File: src/pkg/nvrcs_consts.svh
// Offsets, bit positions, reset values and sizes of the NVM, regulation
// and input comparator status bank; included by the package and the modules.
`ifndef NVRCS_CONSTS_SVH
`define NVRCS_CONSTS_SVH

// ********************************
// Register offsets
// ********************************
`define NVRCS_ADDR_NVM      8'h00
`define NVRCS_ADDR_REG      8'h01
`define NVRCS_ADDR_IVM      8'h02

// ********************************
// Memory status fields
// ********************************
`define NVRCS_NVM_FAIL      5
`define NVRCS_NVM_BUSY      4
`define NVRCS_NVM_CALOK     3
`define NVRCS_NVM_CALF      2
`define NVRCS_NVM_CONFOK    1
`define NVRCS_NVM_CONFF     0

// ********************************
// Regulation status fields
// ********************************
`define NVRCS_REG_VLOOP     1
`define NVRCS_REG_ILOOP     0

// ********************************
// Input comparator fields
// ********************************
`define NVRCS_IVM_LDLIVE    13
`define NVRCS_IVM_LDRISE    11
`define NVRCS_IVM_LDFALL    10
`define NVRCS_IVM_OVLIVE    5
`define NVRCS_IVM_UVLIVE    4
`define NVRCS_IVM_OVRISE    3
`define NVRCS_IVM_OVFALL    2
`define NVRCS_IVM_UVRISE    1
`define NVRCS_IVM_UVFALL    0

// ********************************
// Sizes and reset values
// ********************************
`define NVRCS_FLAG_CNT      5
`define NVRCS_COMP_CNT      11
`define NVRCS_WORD_RST      16'h0000
`define NVRCS_FLAG_RST      5'h00

`endif

File: src/pkg/nvrcs_pkg.sv
// Types shared by the status bank modules.
// Assumes nvrcs_consts.svh is on the include path.
`include "nvrcs_consts.svh"

package nvrcs_pkg;
   typedef logic [7:0]                  nvrcs_addr_t;
   typedef logic [15:0]                 nvrcs_word_t;
   typedef logic [`NVRCS_FLAG_CNT-1:0]  nvrcs_flag_t;
   typedef logic [`NVRCS_COMP_CNT-1:0]  nvrcs_comp_t;
endpackage

File: src/nvrcs_sync.sv
// Two-stage synchroniser for the analog comparator and loop levels.
// Assumes inputs are asynchronous levels; no pulse capture is intended.
`timescale 1ns/1ps
`include "nvrcs_consts.svh"

module nvrcs_sync
   import nvrcs_pkg::*;
(
   input  wire logic        clk,
   input  wire logic        rstn,
   input  wire nvrcs_comp_t rawIn,
   output nvrcs_comp_t      syncOut
);
   nvrcs_comp_t stage1;

   genvar i;
   generate
      for (i = 0; i < `NVRCS_COMP_CNT; i++)
      begin : g_bit
         always_ff @(posedge clk)
         begin
            if (!rstn)
            begin
               stage1[i]  <= 1'b0;
               syncOut[i] <= 1'b0;
            end
            else
            begin
               stage1[i]  <= rawIn[i];
               syncOut[i] <= stage1[i];
            end
         end
      end
   endgenerate
endmodule // nvrcs_sync

File: src/nvrcs_flags.sv
// Sticky status flags: set by a hardware pulse, cleared by a write of one.
// Assumes set pulses come from logic on clk.
`timescale 1ns/1ps
`include "nvrcs_consts.svh"

module nvrcs_flags
   import nvrcs_pkg::*;
(
   input  wire logic        clk,
   input  wire logic        rstn,
   input  wire nvrcs_flag_t setPulse,
   input  wire nvrcs_flag_t clearMask,
   output nvrcs_flag_t      flags
);
   genvar i;
   generate
      for (i = 0; i < `NVRCS_FLAG_CNT; i++)
      begin : g_flag
         always_ff @(posedge clk)
         begin
            if (!rstn)
               flags[i] <= 1'b0;
            // Set beats clear so no event is lost
            else if (setPulse[i])
               flags[i] <= 1'b1;
            else if (clearMask[i])
               flags[i] <= 1'b0;
         end
      end
   endgenerate
endmodule // nvrcs_flags

File: src/nvrcs_top.sv
// NVM status, regulation status and input comparator status bank.
// Assumes register access comes from the device's serial interface logic on clk;
// comparator and loop levels arrive asynchronously from the analog side.
//
// Behaviour
// - Memory-failure flag, bit 5, is one when the memory is faulty.
// - Memory-busy, bit 4, is one while the memory is occupied.
// - Calibration-check-passed, bit 3, is one when the calibration CRC matches.
// - Calibration-check-failed, bit 2, is one when the calibration CRC is wrong.
// - Configuration-check-passed, bit 1, is one when the configuration CRC is correct.
// - Configuration-check-failed, bit 0, is one when the configuration CRC is wrong.
// - Every unimplemented bit of these registers reads zero.
// - Regulation bit 1 is one while the voltage loop is closed.
// - Regulation bit 0 is one while the current loop is closed.
// - Comparator bit 13 shows live load dump detection.
// - Bit 11 mirrors the load dump rising comparator.
// - Bit 10 mirrors the load dump falling comparator.
// - Bit 5 shows live input overvoltage detection.
// - Bit 4 shows live input undervoltage detection.
// - Bit 3 mirrors the overvoltage rising comparator.
// - Bit 2 mirrors the overvoltage falling comparator.
// - Hardware sets memory flags; writing one clears, writing zero keeps.
// - Bits 1 and 0 mirror the undervoltage rising and falling comparators.
`timescale 1ns/1ps
`include "nvrcs_consts.svh"

module nvrcs_top
   import nvrcs_pkg::*;
(
   input  wire logic        clk,
   input  wire logic        rstn,
   input  wire nvrcs_addr_t regAddr,
   input  wire logic        regWrite,
   input  wire nvrcs_word_t regWdata,
   input  wire logic        regRead,
   output nvrcs_word_t      regRdata,
   output logic             regRvalid,
   input  wire logic        memFailEvt,
   input  wire logic        memBusy,
   input  wire logic        calCrcOkEvt,
   input  wire logic        calCrcFailEvt,
   input  wire logic        confCrcOkEvt,
   input  wire logic        confCrcFailEvt,
   input  wire logic        voltageLoopIn,
   input  wire logic        currentLoopIn,
   input  wire logic        loadDumpLiveIn,
   input  wire logic        loadDumpRiseIn,
   input  wire logic        loadDumpFallIn,
   input  wire logic        overLiveIn,
   input  wire logic        underLiveIn,
   input  wire logic        overRiseIn,
   input  wire logic        overFallIn,
   input  wire logic        underRiseIn,
   input  wire logic        underFallIn
);

   // ********************************
   // Analog levels into the clock domain
   // ********************************
   nvrcs_comp_t rawComp;
   nvrcs_comp_t comp;

   assign rawComp = {voltageLoopIn, currentLoopIn, loadDumpLiveIn, loadDumpRiseIn,
                     loadDumpFallIn, overLiveIn, underLiveIn, overRiseIn,
                     overFallIn, underRiseIn, underFallIn};

   // Plain levels, no latching: a glitch shorter than a clock may be missed
   nvrcs_sync u_sync
   (
      .clk     (clk),
      .rstn    (rstn),
      .rawIn   (rawComp),
      .syncOut (comp)
   );

   logic voltageLoopClosed;
   logic currentLoopClosed;
   logic liveLoadDump;
   logic loadDumpRiseMirror;
   logic loadDumpFallMirror;
   logic liveInputOvervoltage;
   logic liveInputUndervoltage;
   logic inputOverRiseMirror;
   logic inputOverFallMirror;
   logic inputUnderRiseMirror;
   logic inputUnderFallMirror;

   assign {voltageLoopClosed, currentLoopClosed, liveLoadDump, loadDumpRiseMirror,
           loadDumpFallMirror, liveInputOvervoltage, liveInputUndervoltage,
           inputOverRiseMirror, inputOverFallMirror, inputUnderRiseMirror,
           inputUnderFallMirror} = comp;

   // ********************************
   // Memory status flags
   // ********************************
   nvrcs_flag_t setPulse;
   nvrcs_flag_t clearMask;
   nvrcs_flag_t memFlags;
   logic        nvmWrite;

   assign nvmWrite  = regWrite && (regAddr == `NVRCS_ADDR_NVM);
   assign setPulse  = {memFailEvt, calCrcOkEvt, calCrcFailEvt, confCrcOkEvt,
                       confCrcFailEvt};
   // Busy is skipped: it is live state and cannot be cleared
   assign clearMask = nvmWrite ? {regWdata[`NVRCS_NVM_FAIL], regWdata[`NVRCS_NVM_CALOK],
                                  regWdata[`NVRCS_NVM_CALF], regWdata[`NVRCS_NVM_CONFOK],
                                  regWdata[`NVRCS_NVM_CONFF]}
                               : `NVRCS_FLAG_RST;

   nvrcs_flags u_flags
   (
      .clk       (clk),
      .rstn      (rstn),
      .setPulse  (setPulse),
      .clearMask (clearMask),
      .flags     (memFlags)
   );

   logic memoryFailureFlag;
   logic calibrationCheckPassed;
   logic calibrationCheckFailed;
   logic configurationCheckPassed;
   logic configurationCheckFailed;

   assign {memoryFailureFlag, calibrationCheckPassed, calibrationCheckFailed,
           configurationCheckPassed, configurationCheckFailed} = memFlags;

   // ********************************
   // Register images
   // ********************************
   nvrcs_word_t nvmImage;
   nvrcs_word_t regImage;
   nvrcs_word_t ivmImage;

   always_comb
   begin
      nvmImage                      = `NVRCS_WORD_RST;
      nvmImage[`NVRCS_NVM_FAIL]     = memoryFailureFlag;
      nvmImage[`NVRCS_NVM_BUSY]     = memBusy;
      nvmImage[`NVRCS_NVM_CALOK]    = calibrationCheckPassed;
      nvmImage[`NVRCS_NVM_CALF]     = calibrationCheckFailed;
      nvmImage[`NVRCS_NVM_CONFOK]   = configurationCheckPassed;
      nvmImage[`NVRCS_NVM_CONFF]    = configurationCheckFailed;
   end

   always_comb
   begin
      regImage                      = `NVRCS_WORD_RST;
      regImage[`NVRCS_REG_VLOOP]    = voltageLoopClosed;
      regImage[`NVRCS_REG_ILOOP]    = currentLoopClosed;
   end

   // Comparator image is rebuilt every cycle from the synchronised levels; nothing latches
   always_comb
   begin
      ivmImage                      = `NVRCS_WORD_RST;
      ivmImage[`NVRCS_IVM_LDLIVE]   = liveLoadDump;
      ivmImage[`NVRCS_IVM_LDRISE]   = loadDumpRiseMirror;
      ivmImage[`NVRCS_IVM_LDFALL]   = loadDumpFallMirror;
      ivmImage[`NVRCS_IVM_OVLIVE]   = liveInputOvervoltage;
      ivmImage[`NVRCS_IVM_UVLIVE]   = liveInputUndervoltage;
      ivmImage[`NVRCS_IVM_OVRISE]   = inputOverRiseMirror;
      ivmImage[`NVRCS_IVM_OVFALL]   = inputOverFallMirror;
      ivmImage[`NVRCS_IVM_UVRISE]   = inputUnderRiseMirror;
      ivmImage[`NVRCS_IVM_UVFALL]   = inputUnderFallMirror;
   end

   // ********************************
   // Read port
   // ********************************
   nvrcs_word_t next_regRdata;

   always_comb
   begin
      if (regAddr == `NVRCS_ADDR_NVM)
         next_regRdata = nvmImage;
      else if (regAddr == `NVRCS_ADDR_REG)
         next_regRdata = regImage;
      else if (regAddr == `NVRCS_ADDR_IVM)
         next_regRdata = ivmImage;
      else
         next_regRdata = `NVRCS_WORD_RST;
   end

   // Data holds after a read until the next read
   always_ff @(posedge clk)
   begin
      if (!rstn)
         regRdata <= `NVRCS_WORD_RST;
      else if (regRead)
         regRdata <= next_regRdata;
   end

   always_ff @(posedge clk)
   begin
      if (!rstn)
         regRvalid <= 1'b0;
      else
         regRvalid <= regRead;
   end

   logic        rdNvm;
   logic        rdReg;
   logic        rdIvm;
   logic        rdOther;

   assign rdNvm   = regRead && (regAddr == `NVRCS_ADDR_NVM);
   assign rdReg   = regRead && (regAddr == `NVRCS_ADDR_REG);
   assign rdIvm   = regRead && (regAddr == `NVRCS_ADDR_IVM);
   assign rdOther = regRead && !rdNvm && !rdReg && !rdIvm;
endmodule // nvrcs_top

File: config.mk
export PLATFORM = sky130hd
export DESIGN_NAME = nvrcs_top
export DESIGN_NICKNAME = d
export VERILOG_FILES = /design/src/pkg/nvrcs_pkg.sv /design/src/nvrcs_sync.sv /design/src/nvrcs_flags.sv /design/src/nvrcs_top.sv
export VERILOG_INCLUDE_DIRS = /design/src /design/src/pkg
export SDC_FILE = /design/constraint.sdc
export NUM_CORES = 1
export LEC_CHECK = 0
export ABC_AREA = 0
export BUFFER_PORTS_ARGS = -buffer_cell sky130_fd_sc_hd__buf_4
export CORE_AREA = 2 2 59 61
export DETAILED_ROUTE_END_ITERATION = 8
export DIE_AREA = 0 0 61 63
export PLACE_DENSITY = 0.74
export SLEW_MARGIN = 20
export SYNTH_ARGS = -nofsm -noshare
export SYNTH_HDL_FRONTEND = slang
export SYNTH_SLANG_ARGS = --single-unit
File: constraint.sdc
create_clock -name clk -period 0.97 [get_ports clk]
set_input_delay 0.097 -clock clk [delete_from_list [all_inputs] [get_ports clk]]
set_output_delay 0.097 -clock clk [all_outputs]
set_load 0.02 [all_outputs]
==> metrics.txt, run 1 <==
run status=complete, no violations; critical-path cell with the highest stage delay=dfxtp_1; Crit. End Element=output port; share of the synthesized area in the top cell type=a little over half; Initial Utilization=42.6%; CTS max path bufs=2; fin util=62.8%; unrepaired setup endpoints after global routing=no; Slowest Stage Delay on Critical Path=370 ps; M1 WL=1080 µm; CP Cell Sequence=buf_4; Max Used Layer=met4; CP Max Fanout=2; leak pwr=0.000879 µW; final period utilization=a little over nine tenths; wire per inst=between 10 and 15 µm; DIE HEIGHT=between 60 and 70 µm; DR WL met2=1460 µm; CTS tree=built; IO Port Bufs=43; final hold viol count=0; Setup-failing EPs final=0; Critical Path AT=roughly 850 ps; Buf/Inv on CP=1; antenna violations before repair=0; dpl cell area=0.00177 mm²; Sinks on Clock Net=37; max-cap violation count=0; Final Cell Area=around 0.002 mm²; setup ws final=25.6 ps; Net Sw Power=650 µW; GRT Overall Usage=15.7%; first-pass GRT wire length=4530 µm; leading area contributor after synthesis=dfxtp_1; Detailed Place HPWL=1910 µm; die width=61 µm; HP Class=in -> reg; commonest non-fill, non-tap cell in the layout=buf_4; I/O pin count=62; grt ovf=0; Mean Syn Cell Area=10.3 µm²; Pint=roughly 2400 µW; crit start category=register; FILL cells=274; commonest non-fill, non-tap cells in the layout=50 x buf_4, 33 x dfxtp_1, 23 x and2_1; number of vias per cell=4.49; Mapped Cells=134; Clock Skew=4.85 ps; Synth Warn #=0; Worst Path Required=approximately 870 ps; synthesized cell area=0.00138 mm²; Net Sw Frac=21.2%; P per Cell Area=approximately 1500 mW/mm²; combinational share of power=12.2%; H-tree depth=2; Post CTS Setup Buffer Count=0; Final Net Count=247; vias in the first global route=1094; Worst-Skew Late Latency=320 ps; share of cells above drive strength 1=33.0%; met3 routed WL=161 µm; Fmax achieved=1060 MHz; CTS root buf=clkbuf_4; clock share of power=35.4%; Crit Path Category=reg -> out; Detailed Route Iter0 Violations=16; vias=1117; fin. max-slew vios=0; family with the most delay on the worst path=flip-flops; Worst-path clk slew=~100 ps; gpl congestion=~0.73; library cells used by synthesis=25; IR Drop Worst-Case VDD=0.000967 V; Antenna Cells=0; largest net degree at the start of global routing=23; Core Footprint=0.00323 mm²; Post-route DRC=0; area grow syn2layout=47.2%; number of nets with antenna violations after routing=0; minimum clock period=944 ps; WHS=22.5 ps; drt pass-1 iters=4; number of buffers created by CTS=5; flops & latches, synth=37; num rows=21; register share of total power=52.4%; largest cells by area after synthesis=dfxtp_1 54%, and2_1 10%, buf_4 3.8%, nand3_1 3.3%, o21ai_0 3.3%; die area=0.00384 mm²; Seq/Total Area, Yosys=53.8%; dpl ws=-139 ps; final WL=2720 µm
-- metal layers --
| layer | global-route usage [%] | vias up |
|---|---|---|
| met1 | 16.2 | 493 |
| met2 | 28.4 | 43 |
| li1 | - | 577 |
| met4 | 4.08 | 0 |
| met3 | 6.21 | 4 |
| met5 | 0 | - |
-- per-stage QoR --
step	power [µW]	TNS, ps	std cells
floorplan	1800	0	140
global placement	1950	-1200	224
detailed placement	1960	-1560	224
CTS	3090	0	249
global route	3200	0	249
finish	3070	0	249
-- power by group through the flow --
stage	combinational [µW]	clock (µW)	sequential [µW]
6_report	373	1090	1610
5_1_grt	409	1170	1620
4_1_cts	372	1110	1610
3_5_place_dp	318	0	1640
3_3_place_gp	309	0	1640
2_1_floorplan	152	0	1650
-- path summary, 6_finish.rpt --
path / cells past startpoint / endpoint / slack, ps / startpoint
max: 1 / regRdata[4] / 30 / regRdata[4]
min reg2reg: 1 / u_sync.syncOut[7] / 440 / u_sync.stage1[7]
max reg2reg: 3 / regRdata[0] / 210 / u_sync.syncOut[9]
min: 2 / regRdata[4] / 20 / regRead
-- logic make-up (layout without fill, tap and decap cells) --
group	after synthesis	after routing	share of synthesized area, %
other	1	7	0.272
and+or+nand+nor	52	52	26.4
buffers and inverters	19	82	7.81
AOI/OAI and AO/OA	25	25	11.7
DFF	37	37	53.8
-- layout make-up --
| type | instances | area, µm² | area share, % |
|---|---|---|---|
| tap | 46 | 57.6 | 2.84 |
| clock inverter | 1 | 30.0 | 1.48 |
| sequential | 37 | 746 | 36.8 |
| clock buffer | 7 | 55.1 | 2.71 |
| inverter | 6 | 22.5 | 1.11 |
| timing repair buffer | 68 | 566 | 27.9 |
| multi-input combinational | 84 | 552 | 27.2 |
-- what timing repair did --
action                                  CTS  global route
hold buffers                             17             0
endpoints found under the setup margin    0             4
resized for setup                         0             4
hold endpoints to repair                 16             0
-- synthesized netlist by cell type, drive strengths merged --
master and count:
a31oi 4, nand4 3, nand3 9, nor2 3
a21oi 2, o31ai 2, and2 24, a41oi 5
clkbuf 4, nand2b 5, nand3b 2, buf 9
dfxtp 37, nor4b 1, nor2b 2, o21ai 9
inv 6, nor4 2, conb 1, a21boi 3
or4 1
-- state kept, by name, indices dropped and copies added, names as in the netlist --
register,flops
u_sync.syncOut,11
u_flags.flags,5
regRdata,9
u_sync.stage1,11
regRvalid,1
(Power assumes the default switching activity.)
==> inputs of run 2 (changes only) <==
--- a/config.mk
+++ b/config.mk
@@ -6,12 +6,12 @@
 export SDC_FILE = /design/constraint.sdc
 export NUM_CORES = 1
 export LEC_CHECK = 0
-export ABC_AREA = 0
+export ABC_AREA = 1
 export BUFFER_PORTS_ARGS = -buffer_cell sky130_fd_sc_hd__buf_4
-export CORE_AREA = 2 2 59 61
+export CORE_AREA = 2 2 62 64
 export DETAILED_ROUTE_END_ITERATION = 8
-export DIE_AREA = 0 0 61 63
-export PLACE_DENSITY = 0.74
+export DIE_AREA = 0 0 64 66
+export PLACE_DENSITY = 0.72
 export SLEW_MARGIN = 20
 export SYNTH_ARGS = -nofsm -noshare
 export SYNTH_HDL_FRONTEND = slang
==> constraint.sdc (replaced) <==
create_clock -name clk -period 0.8 [get_ports clk]
set_input_delay 0.08 -clock clk [delete_from_list [all_inputs] [get_ports clk]]
set_output_delay 0.08 -clock clk [all_outputs]
set_load 0.02 [all_outputs]
==> metrics.txt, run 2 <==
hold worst-path end=u_sync.syncOut[7]; num rows=22; die area=around 0.0042 mm²; share of cells above drive strength 1=around a third; Worst-Skew Late Latency=330 ps; Slowest Stage Delay on Critical Path=between 300 and 400 ps; CTS tree=built; FILL cells=328; critical-path cell with the highest stage delay=dfxtp_2; CTS max path bufs=2; Crit. End Element=output port; GRT Overall Usage=13.7%; share of the synthesized area in the top cell type=between 50% and 60%; library cells used by synthesis=20; IR Drop Worst-Case VDD=0.000851 V; family with the most delay on the worst path=flip-flops; Fmax achieved=1140 MHz; fin. max-slew vios=0; minimum clock period=roughly 880 ps; P per Cell Area=1590 mW/mm²; Detailed Place HPWL=1780 µm; wire per inst=8.92 µm; final WL=approximately 2600 µm; Worst Path Required=720 ps; Seq/Total Area, Yosys=52.6%; number of vias per cell=4.18; worst-case reg-to-reg path depth=4; DIE HEIGHT=66 µm; area grow syn2layout=50.6%; Post-route DRC=0; setup ws final=-75.8 ps; synthesized cell area=0.00141 mm²; CP Max Fanout=2; Placed Instances=267; HP Class=in -> reg; leading area contributor after synthesis=dfxtp_1; first-pass GRT wire length=4460 µm; Antenna Cells=0; I/O pin count=62; Critical Path AT=approximately 800 ps; run status=complete, but fails checks; number of buffers created by CTS=5; drt pass-1 iters=4; CTS root buf=clkbuf_4; grt ovf=0; final period utilization=109%; H-tree depth=2; vias in the first global route=1147; antenna violations before repair=0; CP startpoint=regRdata[2]; Setup-failing EPs final=10; unrepaired setup endpoints after global routing=yes; Clock Skew=4.94 ps; fin util=59.8%; number of nets with antenna violations after routing=0; ys flop type=dfxtp_1; final hold viol count=0; Mean Syn Cell Area=7.91 µm²; Buf/Inv on CP=1; most common library cells after synthesis=37 x dfxtp_1, 37 x nand2_1, 36 x inv_1; largest net degree at the start of global routing=22; die width=64 µm; biggest regs=u_sync.stage1 (11), u_sync.syncOut (11), regRdata (9); Sinks on Clock Net=37; Synth Warn #=0; max-cap violation count=0; Post-synth ARST share=0%; crit start category=register; reg2reg start=u_flags.flags[1]; flops & latches, synth=37; Post-synth EDFFs=0; gpl congestion=0.742; Crit Path Category=reg -> out; vias=1226; Detailed Route Iter0 Violations=46; failing checks=setup timing; IO Port Bufs=43; Core Footprint=0.00355 mm²; WHS=~15 ps; Mapped Cells=around 180; largest cells by area after synthesis=dfxtp_1 53%, nand2_1 9.9%, inv_1 9.6%, nand3_1 5.0%, a21oi_1 4.6%; Initial Utilization=39.7%; min-delay src=rstn; reg2reg setup slack=around 60 ps; CP Cell Sequence=buf_6; Final Net Count=290; r2r endpoint=regRdata[1]; leak pwr=~0.0011 µW; Worst-path clk slew=roughly 100 ps; Hold Path Depth=3; commonest non-fill, non-tap cells in the layout=37 x nand2_1, 37 x buf_4, 35 x inv_1; Layout Cells excl Fill=293
## run 2: cell count changes after synthesis, sizes merged, moves of 5 or more
cell | previous run | this run
a21oi | 2 | 16
a41oi | 5 | 0
and2 | 24 | 0
inv | 6 | 36
nand2 | 0 | 39
nand2b | 5 | 0
nand3 | 9 | 14
nor2 | 3 | 12
o21ai | 9 | 4
## run 2: repair_timing
item,CTS,global route
buffers inserted,0,2
resized for setup,20,6
pin swaps,0,3
hold buffers,17,0
cloned,0,0
endpoints found under the setup margin,10,12
hold endpoints to repair,17,0
## run 2: final cells by class
type	count	area [µm²]	share of cell area [%]
Multi-Input combinational cell	97	490	23.1
Clock buffer	7	55.1	2.59
Timing Repair Buffer	67	621	29.2
Sequential cell	37	757	35.7
Inverter	37	139	6.54
Tap cell	48	60.1	2.83
## run 2: layer usage
layer / global-route usage (%) / vias up / part of all wire, %
li1: - / 652 / -
met1: 13.6 / 527 / 42
met2: 25.1 / 40 / 50
met3: 3.41 / 7 / 6.0
met4: 8.97 / 0 / 2.4
met5: 0 / - / 0
## run 2: metrics by stage
step / total power [µW] / setup WS [ps] / TNS [ps] / cell area (µm²)
6_report: 3380 / -75.8 / -667 / 2120
3_3_place_gp: 2380 / -227 / -2740 / 1820
3_5_place_dp: 2390 / -233 / -2870 / 1820
2_1_floorplan: 2200 / -45.9 / -190 / 1450
4_1_cts: 3410 / -83.9 / -755 / 2100
5_1_grt: 3580 / -114 / -1080 / 2120
## run 2: cell families after synthesis
logic type	Yosys count	share of synthesized area [%]
buffers and inverters	50	16.2
AND/OR/NAND/NOR	66	21.0
other	1	0.266
AO/OA/AOI/OAI	24	10.0
flip-flops	37	52.6
## run 2: power breakdown
group	total (µW)	internal (µW)	switching, µW
combinational	471	262	210
sequential	1960	1930	31.4
clock	951	415	537
## run 2: worst max path at each step
stage	to	slack [ps]	cells past startpoint
floorplan	u_flags.flags[0]	-50	7
global placement	regRdata[1]	-230	9
detailed placement	regRdata[5]	-230	7
CTS	regRdata[4]	-80	1
global route	regRdata[4]	-110	1
finish	regRdata[2]	-80	1
==> inputs of run 3 (changes only) <==
--- a/config.mk
+++ b/config.mk
@@ -8,10 +8,10 @@
 export LEC_CHECK = 0
 export ABC_AREA = 1
 export BUFFER_PORTS_ARGS = -buffer_cell sky130_fd_sc_hd__buf_4
-export CORE_AREA = 2 2 62 64
+export CORE_AREA = 2 2 57 59
 export DETAILED_ROUTE_END_ITERATION = 8
-export DIE_AREA = 0 0 64 66
-export PLACE_DENSITY = 0.72
+export DIE_AREA = 0 0 59 61
+export PLACE_DENSITY = 0.8
 export SLEW_MARGIN = 20
 export SYNTH_ARGS = -nofsm -noshare
 export SYNTH_HDL_FRONTEND = slang
==> constraint.sdc (replaced) <==
create_clock -name clk -period 1.02 [get_ports clk]
set_input_delay 0.102 -clock clk [delete_from_list [all_inputs] [get_ports clk]]
set_output_delay 0.102 -clock clk [all_outputs]
set_load 0.02 [all_outputs]
==> metrics.txt, run 3 (synthesized netlist as in run 2, its figures left out) <==
run status=complete, no violations; Setup-failing EPs final=0; Final Net Count=286; vias in the first global route=about 1000; wire per inst=9.33 µm; Critical Path AT=between 800 and 900 ps; Crit Path Category=reg -> out; met1 global-route usage=17.1%; Post-route DRC=0; H-tree depth=2; Layout Cells excl Fill=approximately 280; commonest non-fill, non-tap cells in the layout=46 x buf_4, 37 x nand2_1, 37 x dfxtp_1; GRT Overall Usage=roughly 16%; antenna violations before repair=0; min-delay src=regWdata[5]; Crit. End Element=output port; Sinks on Clock Net=37; IR Drop Worst-Case VDD=0.000875 V; fin. max-slew vios=0; Detailed Route Iter0 Violations=48; Buf/Inv on CP=1; met3 usage=7.04%; vias=approximately 1200; drt pass-1 iters=4; post-CTS resize count=0; Worst Path Required=920 ps; die width=between 50 and 60 µm; Slowest Stage Delay on Critical Path=between 300 and 400 ps; num rows=20; grt peak-use layer=met2; reg2reg start=u_flags.flags[1]; area of the multi-input gates=463 µm²; WHS=80.9 ps; final WL=2570 µm; CTS max path bufs=2; area grow syn2layout=41.5%; max-cap violation count=0; Worst-path clk slew=110 ps; CP Max Fanout=2; unrepaired setup endpoints after global routing=no; Clock Skew=~4.7 ps; HP Class=in -> reg; largest net degree at the start of global routing=24; critical-path cell with the highest stage delay=dfxtp_1; CP Cell Sequence=buf_4; final period utilization=92.2%; minimum clock period=941 ps; Detailed Place HPWL=roughly 1800 µm; Initial Utilization=47.7%; IO Port Bufs=43; commonest non-fill, non-tap cell in the layout=buf_4; CTS tree=built; Antenna Cells=0; Placed Instances=~250; CP startpoint=regRdata[11]; Core Footprint=0.00295 mm²; first-pass GRT wire length=4150 µm; DIE HEIGHT=61 µm; gpl congestion=approximately 0.75; Post CTS Setup Buffer Count=0; Sequential Area=741 µm²; number of nets with antenna violations after routing=0; grt ovf=0; Post-Route Setup TNS=0 ps; crit start category=register; final hold viol count=0; FILL cells=269; Worst-Skew Late Latency=340 ps; biggest regs=u_sync.stage1 (11), u_sync.syncOut (11), regRdata (9); number of buffers created by CTS=5; leak pwr=roughly 0.0011 µW; P per Cell Area=1440 mW/mm²; die area=0.00360 mm²; I/O pin count=62; met2 GRT Util=27.1%; family with the most delay on the worst path=flip-flops; number of vias per cell=between 4 and 5; Fmax achieved=around 1100 MHz; share of cells above drive strength 1=a little over a quarter; CTS root buf=clkbuf_4
## run 3: changes by cell type in the layout (fill, tap and decap cells not counted), moves of 2 or more
cell	change
dfxtp_1	+13
buf_4	+9
nor2_1	+2
buf_12	-2
nor2_4	-2
dfxtp_2	-13
a21oi_1	+2
buf_6	-10
a21oi_2	-2
## run 3: final timing paths
path                            end  cells past startpoint  slack (ps)
setup / recovery       regRdata[11]                      1          80
hold reg to reg   u_sync.syncOut[7]                      2         420
setup reg to reg        regRdata[1]                      4         240
hold / removal     u_flags.flags[4]                      4          80
## run 3: repair_timing
item | 4_1_cts | 5_1_grt
endpoints found under the hold margin | 16 | 0
setup endpoints to repair | 0 | 0
hold buffers | 16 | 0
## run 3: power breakdown
part / internal, µW / total (µW) / switching (µW)
clock network: 519 / 1010 / 489
logic: 180 / 333 / 154
registers: 1510 / 1530 / 22.8
## run 3: tightest hold or removal path, stage by stage
cell and delay, ps:
buf_4 110, nand3_1 70, a21oi_1 50, nor2_1 60
## run 3: metal layers
layer / vias up / wire length, µm
li1: 645 / -
met1: 499 / 1100
met2: 38 / 1260
met3: 4 / 160
met4: 0 / 44
met5: - / 0
## run 3: final cells by class
cell class,count,share of cell area (%)
Clock buffer,5,1.88
Clock inverter,3,2.32
Inverter,37,6.97
Multi-Input combinational cell,97,23.2
Sequential cell,37,37.2
Tap cell,33,2.07
Timing Repair Buffer,63,26.4
## run 3: per-stage QoR
| stage | worst slack [ps] | instance area (µm²) | total power, µW | util [%] |
|---|---|---|---|---|
| floorplan | 127 | 1430 | 1730 | - |
| global placement | -33.5 | 1750 | 1840 | 59.2 |
| detailed placement | -76.1 | 1750 | 1850 | 59.2 |
| CTS | 58.2 | 1990 | 2900 | 67.5 |
| global route | 2.01 | 1990 | 3020 | 67.5 |
| finish | 79.2 | 1990 | 2870 | 67.5 |
